[src/timer_pkg.sv]
// Purpose: shared constants and types for the compact timer
// Assumes: apb with 32-bit data, one aligned word per register
// Notes:   byte offsets, field layouts and reset values live here
package timer_pkg;

	// ****************************************
	// register byte offsets
	// ****************************************
	localparam logic [11:0] OFS_CTRL0    = 12'h000;
	localparam logic [11:0] OFS_CTRL1    = 12'h004;
	localparam logic [11:0] OFS_CNT_LO   = 12'h008;
	localparam logic [11:0] OFS_CNT_HI   = 12'h00c;
	localparam logic [11:0] OFS_DUTY_LO  = 12'h010;
	localparam logic [11:0] OFS_DUTY_HI  = 12'h014;
	localparam logic [11:0] OFS_FLAGS    = 12'h018;

	// ****************************************
	// reset values and field positions
	// ****************************************
	localparam logic [7:0]  RST_CTRL0    = 8'h00;
	localparam logic [7:0]  RST_CTRL1    = 8'h00;
	localparam logic [9:0]  RST_DUTY     = 10'h000;
	localparam logic [9:0]  RST_COUNT    = 10'h000;
	localparam int          FLAG_A_BIT   = 0;
	localparam int          FLAG_P_BIT   = 1;
	localparam int          PERIOD_SHIFT = 7;

	// ****************************************
	// prescaler masks: tick every 4, 16, 64 clocks
	// ****************************************
	localparam logic [5:0]  PRE_MASK4    = 6'h03;
	localparam logic [5:0]  PRE_MASK16   = 6'h0f;
	localparam logic [5:0]  PRE_MASK64   = 6'h3f;

	typedef enum logic [1:0] {
		MODE_CMP = 2'b00,
		MODE_UND = 2'b01,
		MODE_PWM = 2'b10,
		MODE_TC  = 2'b11
	} mode_t;

	typedef enum logic [2:0] {
		CK_SYS4 = 3'b000,
		CK_SYS  = 3'b001,
		CK_H16  = 3'b010,
		CK_H64  = 3'b011,
		CK_TBC  = 3'b100,
		CK_RSV  = 3'b101,
		CK_EXTR = 3'b110,
		CK_EXTF = 3'b111
	} clk_sel_t;

	typedef struct packed {
		logic       pause_ctl;
		clk_sel_t   clk_sel;
		logic       count_enable;
		logic [2:0] period_code;
	} control0_t;

	typedef struct packed {
		mode_t      mode_sel;
		logic [1:0] out_func;
		logic       out_init;
		logic       out_invert;
		logic       period_duty_swap;
		logic       clear_sel;
	} control1_t;

endpackage : timer_pkg

[src/compact_timer_pwm.sv]
// Purpose: 10-bit compact timer with compare output, timer and pwm modes
// Assumes: pclk is also the system and high clock; tbc_tick is a pclk pulse
// Notes:   apb slave with zero wait states, registered answers
//
// Operation
// - a 10-bit up-counter is checked by a period and a duty comparator.
// - period code against bits 9..7; code 0 gives 1024, else code times 128.
// - the 10-bit duty register is compared with all counter bits.
// - enable rising clears the counter; falling stops it and keeps its value.
// - in compare mode enable rising sets the pin to its initial level.
// - pause holds the counter; clearing pause resumes from the held value.
// - clock select picks sys/4, sys, high/16, high/64, time base or pin edges.
// - mode select: 00 compare, 10 pwm, 11 timer; 01 is undefined.
// - compare mode duty match: no change, low, high or toggle.
// - pwm output function: inactive, active, waveform; 11 undefined.
// - initial level in compare mode, active level in pwm mode.
// - invert flips the pin; no effect in timer mode.
// - swap exchanges the period and duty roles in pwm mode.
// - clear on period match, or duty match and overflow; unused in pwm.
// - compare mode with period clear raises both flags on their matches.
// - outside pwm mode, with duty clear only the duty flag is ever raised.
// - duty clear and zero duty register overflow at 3ff without a flag.
// - in compare mode only duty matches and enable rising move the pin.
// - a requested level equal to the initial level leaves the pin alone.
// - timer mode leaves the pin undriven and counts like compare mode.
// - pwm duty at or above the period gives full duty.
// - pwm raises a flag for each comparator match.
// - the pwm waveform runs while the pin is forced to a level.
`timescale 1ns/1ps
`default_nettype none

module compact_timer_pwm (
	// apb slave
	input  wire logic        pclk,
	input  wire logic        presetn,
	input  wire logic        psel,
	input  wire logic        penable,
	input  wire logic        pwrite,
	input  wire logic [11:0] paddr,
	input  wire logic [31:0] pwdata,
	output var  logic [31:0] prdata,
	output var  logic        pready,
	output var  logic        pslverr,
	// clock sources
	input  wire logic        tbc_tick,
	input  wire logic        ext_clk_pin,
	// output pin
	output var  logic        out_pin_o,
	output var  logic        out_pin_oe
);

	// ****************************************
	// registers
	// ****************************************
	timer_pkg::control0_t ctrl0;
	timer_pkg::control1_t ctrl1;
	logic [9:0]           duty_compare_value;
	logic [9:0]           count;
	logic                 flag_a;
	logic                 flag_p;
	logic                 en_d;
	logic                 out_level;
	logic [5:0]           presc;
	logic                 ext_s1;
	logic                 ext_s2;
	logic                 ext_d;

	// ****************************************
	// apb decode
	// ****************************************
	wire        acc      = psel & penable & pready;
	wire        wr_acc   = acc & pwrite;
	wire        setup    = psel & ~penable;
	wire        hit_c0   = (paddr == timer_pkg::OFS_CTRL0);
	wire        hit_c1   = (paddr == timer_pkg::OFS_CTRL1);
	wire        hit_cl   = (paddr == timer_pkg::OFS_CNT_LO);
	wire        hit_ch   = (paddr == timer_pkg::OFS_CNT_HI);
	wire        hit_al   = (paddr == timer_pkg::OFS_DUTY_LO);
	wire        hit_ah   = (paddr == timer_pkg::OFS_DUTY_HI);
	wire        hit_fl   = (paddr == timer_pkg::OFS_FLAGS);
	wire        mapped   = hit_c0 | hit_c1 | hit_cl | hit_ch |
	                       hit_al | hit_ah | hit_fl;
	wire [7:0]  rd_byte  = hit_c0 ? ctrl0 :
	                       hit_c1 ? ctrl1 :
	                       hit_cl ? count[7:0] :
	                       hit_ch ? {6'h00, count[9:8]} :
	                       hit_al ? duty_compare_value[7:0] :
	                       hit_ah ? {6'h00, duty_compare_value[9:8]} :
	                       hit_fl ? {6'h00, flag_p, flag_a} : 8'h00;

	// ****************************************
	// count clock selection
	// ****************************************
	wire       ext_rise = ext_s2 & ~ext_d;
	wire       ext_fall = ~ext_s2 & ext_d;
	wire       tick4    = ((presc & timer_pkg::PRE_MASK4) == timer_pkg::PRE_MASK4);
	wire       tick16   = ((presc & timer_pkg::PRE_MASK16) == timer_pkg::PRE_MASK16);
	wire       tick64   = ((presc & timer_pkg::PRE_MASK64) == timer_pkg::PRE_MASK64);
	logic      cnt_tick;

	always_comb begin
		unique case (ctrl0.clk_sel)
			timer_pkg::CK_SYS4: cnt_tick = tick4;
			timer_pkg::CK_SYS:  cnt_tick = 1'b1;
			timer_pkg::CK_H16:  cnt_tick = tick16;
			timer_pkg::CK_H64:  cnt_tick = tick64;
			timer_pkg::CK_TBC:  cnt_tick = tbc_tick;
			timer_pkg::CK_RSV:  cnt_tick = 1'b0;
			timer_pkg::CK_EXTR: cnt_tick = ext_rise;
			timer_pkg::CK_EXTF: cnt_tick = ext_fall;
		endcase
	end

	// ****************************************
	// comparators
	// ****************************************
	wire        is_cmp   = (ctrl1.mode_sel == timer_pkg::MODE_CMP);
	wire        is_pwm   = (ctrl1.mode_sel == timer_pkg::MODE_PWM);
	wire        is_tc    = (ctrl1.mode_sel == timer_pkg::MODE_TC);
	wire        en_rise  = ctrl0.count_enable & ~en_d;
	wire        run      = cnt_tick & ctrl0.count_enable & ~ctrl0.pause_ctl;
	wire [10:0] inc      = {1'b0, count} + 11'h001;
	wire [9:0]  per_top  = {ctrl0.period_code, 7'h00};
	wire        p_hit    = (ctrl0.period_code != 3'h0) ? (inc[9:0] == per_top)
	                                                  : inc[10];
	wire        a_hit    = (duty_compare_value != 10'h000) &&
	                       (inc[9:0] == duty_compare_value);
	wire        clr_duty = is_pwm ? ctrl1.period_duty_swap
	                              : ctrl1.clear_sel;
	wire        a_set    = run & a_hit;
	wire        p_set    = run & p_hit & (is_pwm | ~ctrl1.clear_sel);
	wire        ovf      = run & inc[10];
	wire        do_clr   = clr_duty ? (run & a_hit) | ovf : run & p_hit;
	wire [9:0]  next_count = en_rise ? timer_pkg::RST_COUNT :
	                         do_clr  ? 10'h000 :
	                         run     ? inc[9:0] : count;

	// ****************************************
	// pwm waveform, always generated
	// ****************************************
	wire [10:0] code_len = (ctrl0.period_code == 3'h0) ? 11'h400
	                       : {1'b0, per_top};
	wire [10:0] duty_compare_value_len = (duty_compare_value == 10'h000) ? 11'h400
	                       : {1'b0, duty_compare_value};
	wire [10:0] duty_len = ctrl1.period_duty_swap ? code_len : duty_compare_value_len;
	wire        pwm_act  = ({1'b0, count} < duty_len);
	wire        pwm_wave = pwm_act ? ctrl1.out_init : ~ctrl1.out_init;

	// ****************************************
	// compare output level
	// ****************************************
	logic next_level;

	always_comb begin
		next_level = out_level;
		if (en_rise && is_cmp) begin
			next_level = ctrl1.out_init;
		end else if (a_set) begin
			unique case (ctrl1.out_func)
				2'b00: next_level = out_level;
				2'b01: next_level = 1'b0;
				2'b10: next_level = 1'b1;
				2'b11: next_level = ~out_level;
			endcase
		end
	end

	logic pin_raw;

	always_comb begin
		pin_raw = out_level;
		if (is_pwm) begin
			unique case (ctrl1.out_func)
				2'b00: pin_raw = ~ctrl1.out_init;
				2'b01: pin_raw = ctrl1.out_init;
				2'b10: pin_raw = pwm_wave;
				2'b11: pin_raw = ~ctrl1.out_init;
			endcase
		end
	end

	wire next_pin = pin_raw ^ ctrl1.out_invert;
	wire next_oe  = is_cmp | is_pwm;

	// ****************************************
	// flags: write one to clear, set wins
	// ****************************************
	wire clr_fa = wr_acc & hit_fl & pwdata[timer_pkg::FLAG_A_BIT];
	wire clr_fp = wr_acc & hit_fl & pwdata[timer_pkg::FLAG_P_BIT];
	wire next_fa = a_set | (flag_a & ~clr_fa);
	wire next_fp = p_set | (flag_p & ~clr_fp);

	// ****************************************
	// apb answer
	// ****************************************
	always_ff @(posedge pclk or negedge presetn) begin
		if (!presetn) begin
			pready  <= 1'b0;
			pslverr <= 1'b0;
			prdata  <= 32'h0000_0000;
		end else begin
			pready  <= setup;
			pslverr <= setup & ~mapped;
			prdata  <= (setup & ~pwrite) ? {24'h000000, rd_byte} : 32'h0000_0000;
		end
	end

	// ****************************************
	// software registers
	// ****************************************
	always_ff @(posedge pclk or negedge presetn) begin
		if (!presetn) begin
			ctrl0 <= timer_pkg::RST_CTRL0;
			ctrl1 <= timer_pkg::RST_CTRL1;
			duty_compare_value <= timer_pkg::RST_DUTY;
		end else begin
			if (wr_acc && hit_c0)
				ctrl0 <= pwdata[7:0];
			if (wr_acc && hit_c1)
				ctrl1 <= pwdata[7:0];
			if (wr_acc && hit_al)
				duty_compare_value[7:0] <= pwdata[7:0];
			if (wr_acc && hit_ah)
				duty_compare_value[9:8] <= pwdata[1:0];
		end
	end

	// ****************************************
	// pin synchroniser and prescaler
	// ****************************************
	always_ff @(posedge pclk or negedge presetn) begin
		if (!presetn) begin
			ext_s1 <= 1'b0;
			ext_s2 <= 1'b0;
			ext_d  <= 1'b0;
			presc  <= 6'h00;
		end else begin
			ext_s1 <= ext_clk_pin;
			ext_s2 <= ext_s1;
			ext_d  <= ext_s2;
			presc  <= presc + 6'h01;
		end
	end

	// ****************************************
	// counter, flags and pin
	// ****************************************
	always_ff @(posedge pclk or negedge presetn) begin
		if (!presetn) begin
			count      <= timer_pkg::RST_COUNT;
			en_d       <= 1'b0;
			flag_a     <= 1'b0;
			flag_p     <= 1'b0;
			out_level  <= 1'b0;
			out_pin_o  <= 1'b0;
			out_pin_oe <= 1'b0;
		end else begin
			count      <= next_count;
			en_d       <= ctrl0.count_enable;
			flag_a     <= next_fa;
			flag_p     <= next_fp;
			out_level  <= next_level;
			out_pin_o  <= next_pin;
			out_pin_oe <= next_oe;
		end
	end
endmodule : compact_timer_pwm

`default_nettype wire

[config.mk]
export PLATFORM = sky130hd
export DESIGN_NAME = compact_timer_pwm
export DESIGN_NICKNAME = d
export VERILOG_FILES = /design/src/timer_pkg.sv /design/src/compact_timer_pwm.sv
export SDC_FILE = /design/constraint.sdc
export NUM_CORES = 1
export LEC_CHECK = 0
export ABC_AREA = 1
export BUFFER_PORTS_ARGS = -buffer_cell sky130_fd_sc_hd__buf_2
export CAP_MARGIN = 20
export CORE_AREA = 2 2 89 91
export DETAILED_ROUTE_END_ITERATION = 10
export DIE_AREA = 0 0 91 93
export PLACE_DENSITY = 0.89
export SYNTH_ARGS = -nofsm -noshare
export SYNTH_HDL_FRONTEND = slang
export SYNTH_SLANG_ARGS = --single-unit
[constraint.sdc]
create_clock -name pclk -period 2.47 [get_ports pclk]
set_input_delay 0.494 -clock pclk [delete_from_list [all_inputs] [get_ports pclk]]
set_output_delay 0.494 -clock pclk [all_outputs]
set_load 0.03 [all_outputs]
After elaboration in Yosys (flattened, before gate mapping)

Index checks and enable logic that the tools add are counted.

Bits in registers: 61
Input bits: 51
Output and inout port bits: 36
Word-level logic and storage cells: 138

$add $sub $neg: 2
$lt $le $gt $ge: 1
Equality and inequality tests: 23
Muxes and demuxes: 24
Bitwise operators: 44
Reductions and logical operators: 18

Operators with widths:

| kind                                                                   | number |
|---|---|
| 8-bit 2-to-1 mux                                                       | 6 |
| 12-bit by 5-bit equality test with 1-bit output, second input constant | 3 |
| 11-bit 2-to-1 mux                                                      | 3 |
| 10-bit 2-to-1 mux                                                      | 3 |
| 12-bit by 4-bit equality test with 1-bit output, second input constant | 2 |
| 1-bit bitwise AND                                                      | 20 |
| 10-bit equality test                                                   | 2 |
| 12-bit by 3-bit equality test with 1-bit output, second input constant | 1 |
| 3-bit equality test, second input constant                             | 4 |
| 12-bit logical NOT                                                     | 1 |
| 1-bit inverter                                                         | 12 |
| 10-bit by 1-bit adder with 11-bit output, second input constant        | 1 |
| 10-bit by 11-bit < comparator with 1-bit output                        | 1 |
| 1-bit bitwise OR                                                       | 11 |
| 10-bit logical NOT                                                     | 1 |
| 10-bit nonzero test                                                    | 1 |
| 2-bit equality test, second input constant                             | 4 |
| 1-bit case mux with 8 select lines                                     | 1 |
| 1-bit 2-to-1 mux                                                       | 7 |
| 6-bit by 1-bit adder with 6-bit output, second input constant          | 1 |
| 3-bit by 2-bit equality test with 1-bit output, second input constant  | 2 |
| 6-bit equality test, second input constant                             | 1 |
| 1-bit logical AND                                                      | 6 |
| 3-bit logical NOT                                                      | 2 |
| other kinds (12)                                                       | 16 |

Depth between registers and ports, before layout

Gate-level depths: netlist of run 1.

Depth after elaboration: 10
Gate-level depth with buffers: 18
Gate-level depth less buffers: 17

Worst setup path after synthesis of run 1

Ideal clock, no wire load.

Path kind: register to register
Start point: register ctrl1[1] (netlist bit)
End point: register out_pin_o
Setup time: 116 ps
Arrival time: 1884 ps
Required time: 2354 ps
Setup slack: 469 ps
Cell stages (with the launch flop): 18
Path buffers: 1
Clock period less this slack: 2001 ps
Path through: dfrtp_1 inv_1 clkbuf_1 nand2_1 ha_1 a21oi_1 o21a_1 nand2_1 nand2_1 nand2_1 nand2_1 nand2_1 nand3_1 nand2_1 nand2_1 nand2_1 nand2_1 nand2_1

Word-level cells in the longest chain between the ends: 6

RTL lines:

| item                                            | RTL line                 | text |
|---|---|---|
| from (decl)                                     | compact_timer_pwm.sv:56  | `timer_pkg::control1_t ctrl1;` |
| from (signal assigned)                          | compact_timer_pwm.sv:214 | `ctrl1 <= timer_pkg::RST_CTRL1;` |
| from (signal assigned)                          | compact_timer_pwm.sv:220 | `ctrl1 <= pwdata[7:0];` |
| 11-bit 2-to-1 mux                               | compact_timer_pwm.sv:145 | `wire [10:0] duty_len = ctrl1.period_duty_swap ? code_len : duty_compare_value_len;` |
| 10-bit by 11-bit < comparator with 1-bit output | compact_timer_pwm.sv:146 | `wire pwm_act = ({1'b0, count} < duty_len);` |
| 1-bit 2-to-1 mux                                | compact_timer_pwm.sv:147 | `wire pwm_wave = pwm_act ? ctrl1.out_init : ~ctrl1.out_init;` |
| 1-bit case mux with 3 select lines              | compact_timer_pwm.sv:173 | `unique case (ctrl1.out_func)` |
| 1-bit 2-to-1 mux                                | compact_timer_pwm.sv:172 | `if (is_pwm) begin` |
| 1-bit XOR                                       | compact_timer_pwm.sv:182 | `wire next_pin = pin_raw ^ ctrl1.out_invert;` |
| via next_pin                                    | compact_timer_pwm.sv:182 |  |
| to (signal assigned)                            | compact_timer_pwm.sv:263 | `out_pin_o <= next_pin;` |
| to (decl)                                       | compact_timer_pwm.sv:48  | `output var logic out_pin_o,` |

The timed path passes the listed nets, and every way through them passes these cells.
A chain may end at the register's enable or synchronous reset.

Worst setup path after layout of run 1

Start point: register count[0]
End point: register count[2]

Word-level cells in the longest chain between the ends: 8
Elaborated cells on any way between the ends: 14
Those cells by class: 1 x add/sub; 2 x eq/ne; 5 x mux; 4 x bitwise; 2 x reduce/logical

RTL lines:

| item                                         | RTL line                 | text |
|---|---|---|
| from (decl)                                  | compact_timer_pwm.sv:58  | `logic [9:0] count;` |
| from (signal assigned)                       | compact_timer_pwm.sv:250 | `count <= timer_pkg::RST_COUNT;` |
| from (signal assigned)                       | compact_timer_pwm.sv:258 | `count <= next_count;` |
| 10-bit by 1-bit adder with 11-bit output (*) | compact_timer_pwm.sv:122 | `wire [10:0] inc = {1'b0, count} + 11'h001;` |
| 10-bit equality test                         | compact_timer_pwm.sv:127 | `(inc[9:0] == duty_compare_value);` |
| 1-bit logical AND                            | compact_timer_pwm.sv:126 | `wire a_hit = (duty_compare_value != 10'h000) &&` |
| 1-bit bitwise AND                            | compact_timer_pwm.sv:133 | `wire do_clr = clr_duty ? (run & a_hit) \| ovf : run & p_hit;` |
| 1-bit bitwise OR                             | compact_timer_pwm.sv:133 |  |
| 1-bit 2-to-1 mux                             | compact_timer_pwm.sv:133 |  |
| 10-bit 2-to-1 mux                            | compact_timer_pwm.sv:135 | `do_clr ? 10'h000 :` |
| 10-bit 2-to-1 mux                            | compact_timer_pwm.sv:134 | `wire [9:0] next_count = en_rise ? timer_pkg::RST_COUNT :` |

Every way passes the cells marked *; elsewhere a longest branch is shown, timed or not. The select of a mux whose other input is x is not followed.

==> results of run 1 <==
cells in the mapped netlist, drive strengths merged, types with 2 or more instances:
library cell	count
ha	16
nand4	7
buf	26
nand3	35
inv	82
nand3b	2
dfrtp	61
clkbuf	3
nor2	50
a31oi	2
o22ai	14
a21oi	14
o21ai	55
nor3	8
xor2	8
o21bai	3
nand2	143
o221ai	3
report_power, final:
group	total, mW	internal (mW)	switching (mW)
logic	0.128	0.0258	0.102
registers	1.01	1.00	0.00231
clock network	0.997	0.574	0.423
total	2.13	1.60	0.527
cells in the final DEF (no fill, tap or decap), drive strengths merged:
cell and instances:
nand4 7, a21oi 14, o221ai 3, o31ai 1
clkinvlp 1, o21bai 3, nor2 50, dfrtp 61
a21o 1, bufinv 2, and2 1, conb 24
nor4 1, nand3 35, a21boi 1, a31oi 2
o21a 1, o21ai 55, and3 1, nand2 143
ha 16, clkinv 4, nor3 8, buf 47
nand3b 2, inv 82, clkbuf 9, o22ai 14
xor2 8
layout make-up:
| cell class | instances | area [sq um] | share of cell area |
|---|---|---|---|
| clock buffer | 9 | 124 | 0.0273 |
| clock inverter | 7 | 98.8 | 0.0218 |
| inverter | 82 | 312 | 0.0686 |
| multi-input combinational | 391 | 2090 | 0.461 |
| sequential | 61 | 1530 | 0.336 |
| tap | 102 | 128 | 0.0281 |
| timing repair buffer | 47 | 258 | 0.0567 |
repair_timing:
| action | 4_1_cts | 5_1_grt |
|---|---|---|
| gates resized for setup | 0 | 3 |
| setup endpoints to repair | 0 | 11 |
| hold endpoints to repair | 0 | 0 |
| buffers inserted | 0 | 2 |
state kept, by name (all words and copies together), names as in the netlist, 6 cells and up:
name / cells
count: 10
ctrl0: 8
ctrl1: 8
duty_compare_value: 10
prdata: 8
presc: 6
kinds of logic after synthesis:
group / count (synthesis)
AND/OR/NAND/NOR: 248
other: 1
flip-flops: 61
XOR/XNOR: 8
buffers and inverters: 111
AO/OA/AOI/OAI: 95
adder cells (fa/ha/maj): 16
through the flow:
stage	TNS [ns]	util	instance area, sq um	setup slack (ns)
2_1_floorplan	0	-	4140	0.469
5_1_grt	-0.00897	0.603	4540	-0.00897
6_report	0	0.603	4540	0.166
4_1_cts	0	0.601	4520	0.125
3_3_place_gp	0	0.571	4300	0.170
3_5_place_dp	0	0.571	4300	0.148
worst min-delay path by stage:
stage                     to  slack [ns]  cells past startpoint
floorplan           count[0]        0.20                      0
global placement      ext_s2        0.33                      0
detailed placement    ext_s2        0.34                      0
CTS                   ext_s1        0.24                      1
global route          ext_s1        0.24                      1
finish                ext_s1        0.25                      1
metal layers:
metal  vias to the layer above  part of all wire  routed length (microns)
met5                         -                 0                        0
met2                       215              0.46                     4670
li1                       1793                 -                        -
met1                      1732              0.42                     4260
met4                         0             0.028                      277
met3                        29             0.083                      832
==> qor.csv, run 1 <==
stage,metric,value,unit
synthesis,syn-mean-instance-area,7.50,sq um
routing,drcViolationCount,0,
routing,ant_nets,0,
global_route,track_usage,0.252,
setup_path,r2r-start,count[0],
clock_network,cts_tree,yes,
clock_network,cts-root-buf,clkbuf_8,
hold_path,min_from,ext_clk_pin,
global_route,first_global_vias,3464,
die,die_h,93,microns
synthesis,synth_compound_area_frac,0.132,
setup_path,endpoint_kind,flop,
setup_path,r2r_slack,0.17,ns
synthesis,synth-main-ff-cell,dfrtp_1,
global_route,globalRouteMet3Util,0.0427,
routing,drtIter0Drc,401,
layout,layout.nets,659,
sta,fin_crit_sh,0.933,
synthesis,synth_area_leaders,"dfrtp_1 (38%), nand2_1 (12%), inv_1 (7.3%)",
hold_path,hp-class,in2reg,
global_route,antenna_found_initial,0,
placed_design,dpl.cell_count,681,
layout,fillerInstances,681,
synthesis,synth-xor-area-share,0.0173,
sta,setup_viol,0,
sta,fin_crit,2.30,ns
clock_network,htreeDepth,3,
synthesis,muxShareOfSynthArea,0,
global_route,busiest_layer,met2,
power_and_ir_drop,p_leak,2.27,nW
power_and_ir_drop,ir_drop,356,uV
global_route,grt_use_met1,0.341,
synthesis,synth_seq_cells,61,
synthesis,synth-simple-area-share,0.296,
synthesis,syn_area,4050,sq um
setup_path,crit_path_end,count[2],
sta,slew_violations,0,
placed_design,io_buffers,38,
global_route,use_met2,0.412,
routing,drt-vias-per-instance,5.39,
setup_path,crit_path_top_delay_cell,dfrtp_2,
synthesis,synthArstFlopShare,1.00,
clock_network,cts_buffers,9,
power_and_ir_drop,p_total,2.13,mW
routing,via_count,3769,
global_route,overflow,0,
clock_network,holdBufCountCts,0,
power_and_ir_drop,power_density,469,nW/um^2
routing,routedWlPerCell,14.4,microns
layout,drive_gt1_frac,0.193,
synthesis,postSynthCellCount,540,
synthesis,synth_top_family_by_area,simple AND/OR/NAND/NOR gates,
setup_path,cp-start-kind,flop,
clock_network,cts.sinks,61,
setup_path,path_max_fanout,10,
placed_design,globalplace.congestion,0.979,
placed_design,dp_hpwl,7.67,mm
die,start_util,0.538,
setup_path,path_buf_inv,1,
run_status,status,"complete, no violations",
sta,hold_violations,0,
sta,worst_pin_slew,0.750,ns
setup_path,cp-startpoint,count[0],
setup_path,cp_top_family,simple AND/OR/NAND/NOR gates,
global_route,grt_pass1_wl,16.8,mm
setup_path,cp_common_cell,nand2_2,
die,die-area,8460,sq um
layout,antenna_cells,0,
routing,firstDrtPassIters,5,
setup_path,cp_slowest_stage_delay,0.45,ns
clock_network,clk_pin_slew_worst_paths,0.07,ns
routing,wl,10.0,mm
die,rows,32,
setup_path,required,2.70,ns
die,io_pins,87,
synthesis,ys_seq_area_frac,0.377,
setup_path,reg2reg_to,count[2],
synthesis,synth_fa_ha_area_frac,0.0494,
sta,slew-limit-headroom,0.500,
sta,hold-worst-slack,0.249,ns
synthesis,synth_edf_count,0,
synthesis,yosysTopAreaCell,dfrtp_1,
sta,clock_skew,0.0102,ns
setup_path,path_depth,13,
synthesis,ys_types,40,
clock_network,clock_latency,0.35,ns
setup_path,critical_path_arrival,2.53,ns
flow_run,maxCapViolations,0,
setup_path,path_class,reg2reg,
synthesis,yosysWarnings,0,
die,die_w,91,microns
setup_path,worstPathCellList,ha_1 > nand2_2 > nor2_2 > nand3_1 > nand2_1 > nand2_1 > xor2_1 > inv_1 > nand4_2 > nand2_2 > nand2_2 > nand2_4 > nor2_2,
layout,area_delta_synth_final,12.1,%
global_route,grt_max_degree,62,
setup_path,reg2reg_depth,13,
layout,fin_cells,699,
clock_network,clock_path_buffers,2,
sta,max_freq,434,MHz
synthesis,synth_top_area_frac,0.377,
die,coreArea,7530,sq um
No activity file was read; power rests on OpenSTA's default activity.
==> run 2, diff against run 1 <==
CORE_AREA = 2 2 98 100   (was 2 2 89 91)
CTS_BUF_LIST = sky130_fd_sc_hd__clkbuf_16   (was not set)
DIE_AREA = 0 0 100 102   (was 0 0 91 93)
PLACE_DENSITY = 0.77   (was 0.89)
==> run 2 against run 1 <==
Combinational power about the same. Utilization down 9.2 points. Count of clock-buffer cells in the layout stayed put. Maximum frequency rose by 2.5%. Design area rose by 2.6%. Global-route usage decreased by 3.8 points. Cell count up 1.0%. Die area rose by 21%. Non-clock buffer count shrank 2.
==> qor.csv, run 2 (synthesized netlist as in run 1, its figures left out) <==
stage,metric,value,unit,change
run_status,status,"complete, no violations",,unchanged
global_route,grt_pass1_wl,16.8,mm,about the same
setup_path,path_class,reg2reg,,unchanged
routing,drtIter0Drc,264,,was 401
sta,hold_violations,0,,unchanged
routing,via_count,3690,,was 3769
hold_path,hp-class,in2async,,was in2reg
setup_path,cp-start-kind,flop,,unchanged
sta,rsz0062_at_grt,false,,
layout,drive_gt1_frac,0.187,,was 0.193
die,die_h,102,microns,was 93 microns
routing,drt-vias-per-instance,5.23,,was 5.39
placed_design,dp_hpwl,7.97,mm,was 7.67 mm
sta,clock_skew,0.00999,ns,was 0.0102 ns
global_route,overflow,0,,unchanged
clock_network,cts_tree,yes,,unchanged
power_and_ir_drop,ir_drop,407,uV,was 356 uV
layout,area_delta_synth_final,15.0,%,was 12.1%
setup_path,required,2.68,ns,was 2.70 ns
die,rows,35,,was 32
clock_network,clock_latency,0.33,ns,was 0.35 ns
sta,max_freq,445,MHz,was 434 MHz
global_route,antenna_found_initial,0,,unchanged
global_route,grt_max_degree,29,,was 62
clock_network,cts_buffers,9,,unchanged
setup_path,path_max_fanout,10,,unchanged
placed_design,globalplace.congestion,0.950,,was 0.979
global_route,track_usage,0.214,,was 0.252
setup_path,endpoint_kind,flop,,unchanged
layout,mostFrequentLayoutCell,nand2_1,,unchanged
die,die-area,10200,sq um,was 8460 sq um
die,coreArea,9110,sq um,was 7530 sq um
layout,layout.nets,657,,was 659
placed_design,dp_slack,0.221,ns,was 0.148 ns
clock_network,cts-root-buf,clkbuf_16,,was clkbuf_8
routing,ant_nets,0,,unchanged
clock_network,clk_pin_slew_worst_paths,0.06,ns,was 0.07 ns
layout,fillerInstances,838,,was 681
sta,setup_viol,0,,unchanged
sta,fin_crit_sh,0.910,,was 0.933
routing,firstDrtPassIters,5,,unchanged
sta,setup_slack,0.223,ns,was 0.166 ns
die,die_w,100,microns,was 91 microns
clock_network,cts.sinks,61,,unchanged
layout,largestRegisters,"count (10), duty_compare_value (10)",,unchanged
flow_run,maxCapViolations,0,,unchanged
routing,drcViolationCount,0,,unchanged
routing,wl,10.5,mm,was 10.0 mm
sta,fin_crit,2.25,ns,was 2.30 ns
clock_network,htreeDepth,3,,unchanged
sta,setup-tns-final,0,ns,unchanged
die,start_util,0.445,,was 0.538
clock_network,holdBufCountCts,0,,unchanged
clock_network,clock_path_buffers,2,,unchanged
layout,antenna_cells,0,,unchanged
power_and_ir_drop,p_leak,2.31,nW,was 2.27 nW
clock_network,post_cts_resized,0,,unchanged
die,io_pins,87,,unchanged
placed_design,io_buffers,38,,unchanged
power_and_ir_drop,power_density,561,nW/um^2,was 469 nW/um^2
clock_network,post_cts_buffers,0,,unchanged
routing,routedWlPerCell,14.9,microns,was 14.4 microns
layout,mostFrequentLayoutCells,"nand2_1 (126), inv_1 (79), dfrtp_1 (61)",,"was nand2_1 (126), inv_1 (78), dfrtp_1 (60)"
setup_path,critical_path_arrival,2.46,ns,was 2.53 ns
global_route,first_global_vias,3593,,was 3464
sta,slew_violations,0,,unchanged
## run 2: through the flow
stage | utilization | instance area (sq um) | total power [mW] | cells | hold WS (ns)
finish | 0.511 | 4660 | 2.61 | 706 | 0.0752
floorplan | - | 4140 | 1.13 | 563 | 0.198
CTS | 0.511 | 4660 | 2.62 | 706 | 0.0770
global route | 0.511 | 4660 | 2.69 | 706 | 0.0859
global placement | 0.473 | 4310 | 1.15 | 690 | 0.335
detailed placement | 0.473 | 4310 | 1.15 | 690 | 0.335
## run 2: cell type report
| type | instances | area [sq um] | share of cell area |
|---|---|---|---|
| clock buffer | 9 | 225 | 0.0483 |
| multi-input combinational | 391 | 2090 | 0.450 |
| sequential | 61 | 1530 | 0.328 |
| tap | 111 | 139 | 0.0298 |
| inverter | 82 | 308 | 0.0661 |
| timing repair buffer | 45 | 243 | 0.0521 |
| clock inverter | 7 | 123 | 0.0263 |
## run 2: report_power, final
part	leakage, nW	switching [mW]	total, mW	internal, mW
Clock	0.168	0.486	1.48	0.992
Combinational	1.33	0.104	0.131	0.0269
Sequential	0.813	0.00238	1.01	1.00
Total	2.31	0.592	2.61	2.02
## run 2: worst paths after layout
check	to	slack (ns)	start	cells after the start
max in group asynchronous	out_level	1.72	presetn	2
max	count[9]	0.22	count[0]	12
min	ctrl1[1]	0.08	presetn	1
max reg2reg	count[9]	0.22	count[0]	12
min in group pclk	ext_s1	0.27	ext_clk_pin	1
min reg2reg	ext_s2	0.35	ext_s1	0
## run 2: per-layer routing
layer | global-route usage | routed length, microns
met2 | 0.356 | 5010
met3 | 0.0554 | 730
met4 | 0.0864 | 182
met5 | 0 | 0
met1 | 0.269 | 4570
## run 2: worst max-delay path, stage by stage, from the launching register on
cell and delay, ns:
dfrtp_1 0.47, ha_1 0.27, nand2_2 0.10, nor2_2 0.17, nand2_1 0.09, nand2_1 0.12
nand4_1 0.11, nor2_1 0.16, nand3_1 0.12, o21bai_2 0.15, nand3_2 0.10, nand2_4 0.20
nor2_2 0.05
==> run 3, diff against run 2 <==
CELL_PAD_IN_SITES_DETAIL_PLACEMENT = 1   (was not set)
CELL_PAD_IN_SITES_GLOBAL_PLACEMENT = 2   (was not set)
CORE_AREA = 2 2 118 120   (was 2 2 98 100)
DIE_AREA = 0 0 120 122   (was 0 0 100 102)
PLACE_DENSITY = 0.89   (was 0.77)
==> run 3 against run 2 <==
Cell count grew 9.6%. Largest cell class unchanged. Non-clock buffer count did not move. Maximum frequency is 1.3% lower. Sequential power about the same. Total power shrank 6.3%. Hold slack improved by 0.16 ns. Design area grew 1.3%. Critical path type unchanged. Largest power group unchanged.
==> qor.csv, run 3 (synthesized netlist as in run 1, its figures left out) <==
stage,metric,value,unit,change
run_status,status,"complete, no violations",,unchanged
sta,worst_pin_slew,0.779,ns,
sta,rsz0062_at_grt,false,,unchanged
setup_path,cp-start-kind,flop,,unchanged
layout,drive_gt1_frac,0.184,,was 0.187
clock_network,htreeDepth,3,,unchanged
die,rows,43,,was 35
layout,layout.nets,657,,unchanged
setup_path,critical_path_arrival,2.49,ns,was 2.46 ns
die,die_h,122,microns,was 102 microns
layout,design_area,4720,sq um,was 4660 sq um
placed_design,io_buffers,38,,unchanged
sta,clock_skew,0.00892,ns,was 0.00999 ns
layout,multiInputGateArea,2100,sq um,was 2090 sq um
sta,slew_violations,0,,unchanged
clock_network,holdBufCountCts,0,,unchanged
clock_network,clock_path_buffers,2,,unchanged
die,io_pins,87,,unchanged
routing,wl,12.1,mm,was 10.5 mm
layout,area_delta_synth_final,16.5,%,was 15.0%
global_route,grt_max_degree,34,,was 29
routing,routedWlPerCell,15.6,microns,was 14.9 microns
routing,drcViolationCount,0,,unchanged
sta,setup_viol,0,,unchanged
die,die_w,120,microns,was 100 microns
power_and_ir_drop,power_density,520,nW/um^2,was 561 nW/um^2
power_and_ir_drop,ir_drop,380,uV,was 407 uV
sta,setup-tns-final,0,ns,unchanged
clock_network,cts-root-buf,clkbuf_16,,unchanged
power_and_ir_drop,p_leak,2.30,nW,was 2.31 nW
layout,ff_latch_area,1530,sq um,unchanged
placed_design,detailed_place.area,4410,sq um,was 4310 sq um
clock_network,cts.sinks,61,,unchanged
setup_path,r2r_slack,0.19,ns,was 0.22 ns
clock_network,clk_pin_slew_worst_paths,0.05,ns,was 0.06 ns
global_route,grt_pass1_wl,19.9,mm,was 16.8 mm
sta,hold_violations,0,,unchanged
clock_network,cts_tree,yes,,unchanged
routing,drt-vias-per-instance,4.79,,was 5.23
die,start_util,0.300,,was 0.445
flow_run,maxCapViolations,0,,unchanged
setup_path,endpoint_kind,flop,,unchanged
global_route,antenna_found_initial,0,,unchanged
sta,fin_crit_sh,0.922,,was 0.910
layout,antenna_cells,0,,unchanged
sta,max_freq,439,MHz,was 445 MHz
global_route,first_global_vias,3966,,was 3593
layout,mostFrequentLayoutCells,"nand2_1 (126), inv_1 (80), dfrtp_1 (61)",,"was nand2_1 (126), inv_1 (79), dfrtp_1 (61)"
routing,firstDrtPassIters,4,,was 5
global_route,overflow,0,,unchanged
layout,largestRegisters,"count (10), duty_compare_value (10)",,unchanged
setup_path,reg2reg_depth,13,,was 12
routing,drtIter0Drc,122,,was 264
setup_path,path_class,reg2reg,,unchanged
global_route,track_usage,0.176,,was 0.214
placed_design,dp_hpwl,9.58,mm,was 7.97 mm
die,die-area,14600,sq um,was 10200 sq um
placed_design,globalplace.congestion,0.877,,was 0.950
sta,fin_crit,2.28,ns,was 2.25 ns
hold_path,hp-class,in2async,,unchanged
routing,ant_nets,0,,unchanged
layout,fillerInstances,1680,,was 838
routing,via_count,3710,,was 3690
die,coreArea,13500,sq um,was 9110 sq um
setup_path,path_max_fanout,10,,unchanged
setup_path,required,2.68,ns,about the same
clock_network,cts_buffers,9,,unchanged
sta,slew-limit-headroom,0.481,,
layout,mostFrequentLayoutCell,nand2_1,,unchanged
sta,hold-worst-slack,0.239,ns,was 0.0752 ns
clock_network,clock_latency,0.33,ns,about the same
-- run 3: per-layer routing --
metal	GRT usage	part of all wire	up-vias	wire length, microns
met5	0	0	-	0
met4	0.0809	0.029	0	350
met3	0.0281	0.033	23	393
met2	0.317	0.51	75	6220
met1	0.205	0.42	1821	5120
li1	-	-	1791	-
-- run 3: final cells by class --
| class | instances | share of cell area |
|---|---|---|
| tap | 180 | 0.0477 |
| inverter | 82 | 0.0653 |
| multi-input combinational | 391 | 0.445 |
| timing repair buffer | 45 | 0.0541 |
| clock buffer | 9 | 0.0477 |
| clock inverter | 6 | 0.0170 |
| sequential | 61 | 0.324 |
-- run 3: path summary, 6_finish.rpt --
| kind | end | start |
|---|---|---|
| setup / recovery | count[9] | count[1] |
| hold / removal | presc[3] | presetn |
| setup reg to reg | count[9] | count[1] |
| hold reg to reg | ext_s2 | ext_s1 |
| max in group asynchronous | pready | presetn |
| min in group pclk | ext_s1 | ext_clk_pin |
-- run 3: power by group --
part / internal (mW) / switching [mW] / leakage, nW
logic: 0.0280 / 0.104 / 1.33
clock network: 0.867 / 0.444 / 0.150
registers: 1.01 / 0.00265 / 0.813
-- run 3: through the flow --
stage | std cells | worst slack [ns] | power [mW] | utilization
floorplan | 563 | 0.469 | 1.13 | -
global placement | 759 | 0.222 | 1.16 | 0.327
detailed placement | 759 | 0.161 | 1.16 | 0.327
CTS | 774 | 0.141 | 2.48 | 0.349
global route | 774 | 0.0197 | 2.53 | 0.349
finish | 774 | 0.193 | 2.45 | 0.349
-- run 3: repair_timing --
item,in CTS,in global routing
gates resized for setup,0,1
endpoints found under the setup margin,0,9
buffers inserted,0,0
-- run 3: worst max-delay path: stages, from the launching register on --
cell and delay, ns:
dfrtp_1 0.43, ha_2 0.27, nand2_2 0.09, nor2_2 0.17
nand3_1 0.09, nand2_1 0.07, nand2_1 0.13, xor2_1 0.18
inv_1 0.09, nand4_2 0.19, nand2_2 0.12, nand2_2 0.06
nand2_4 0.20, nor2_2 0.06
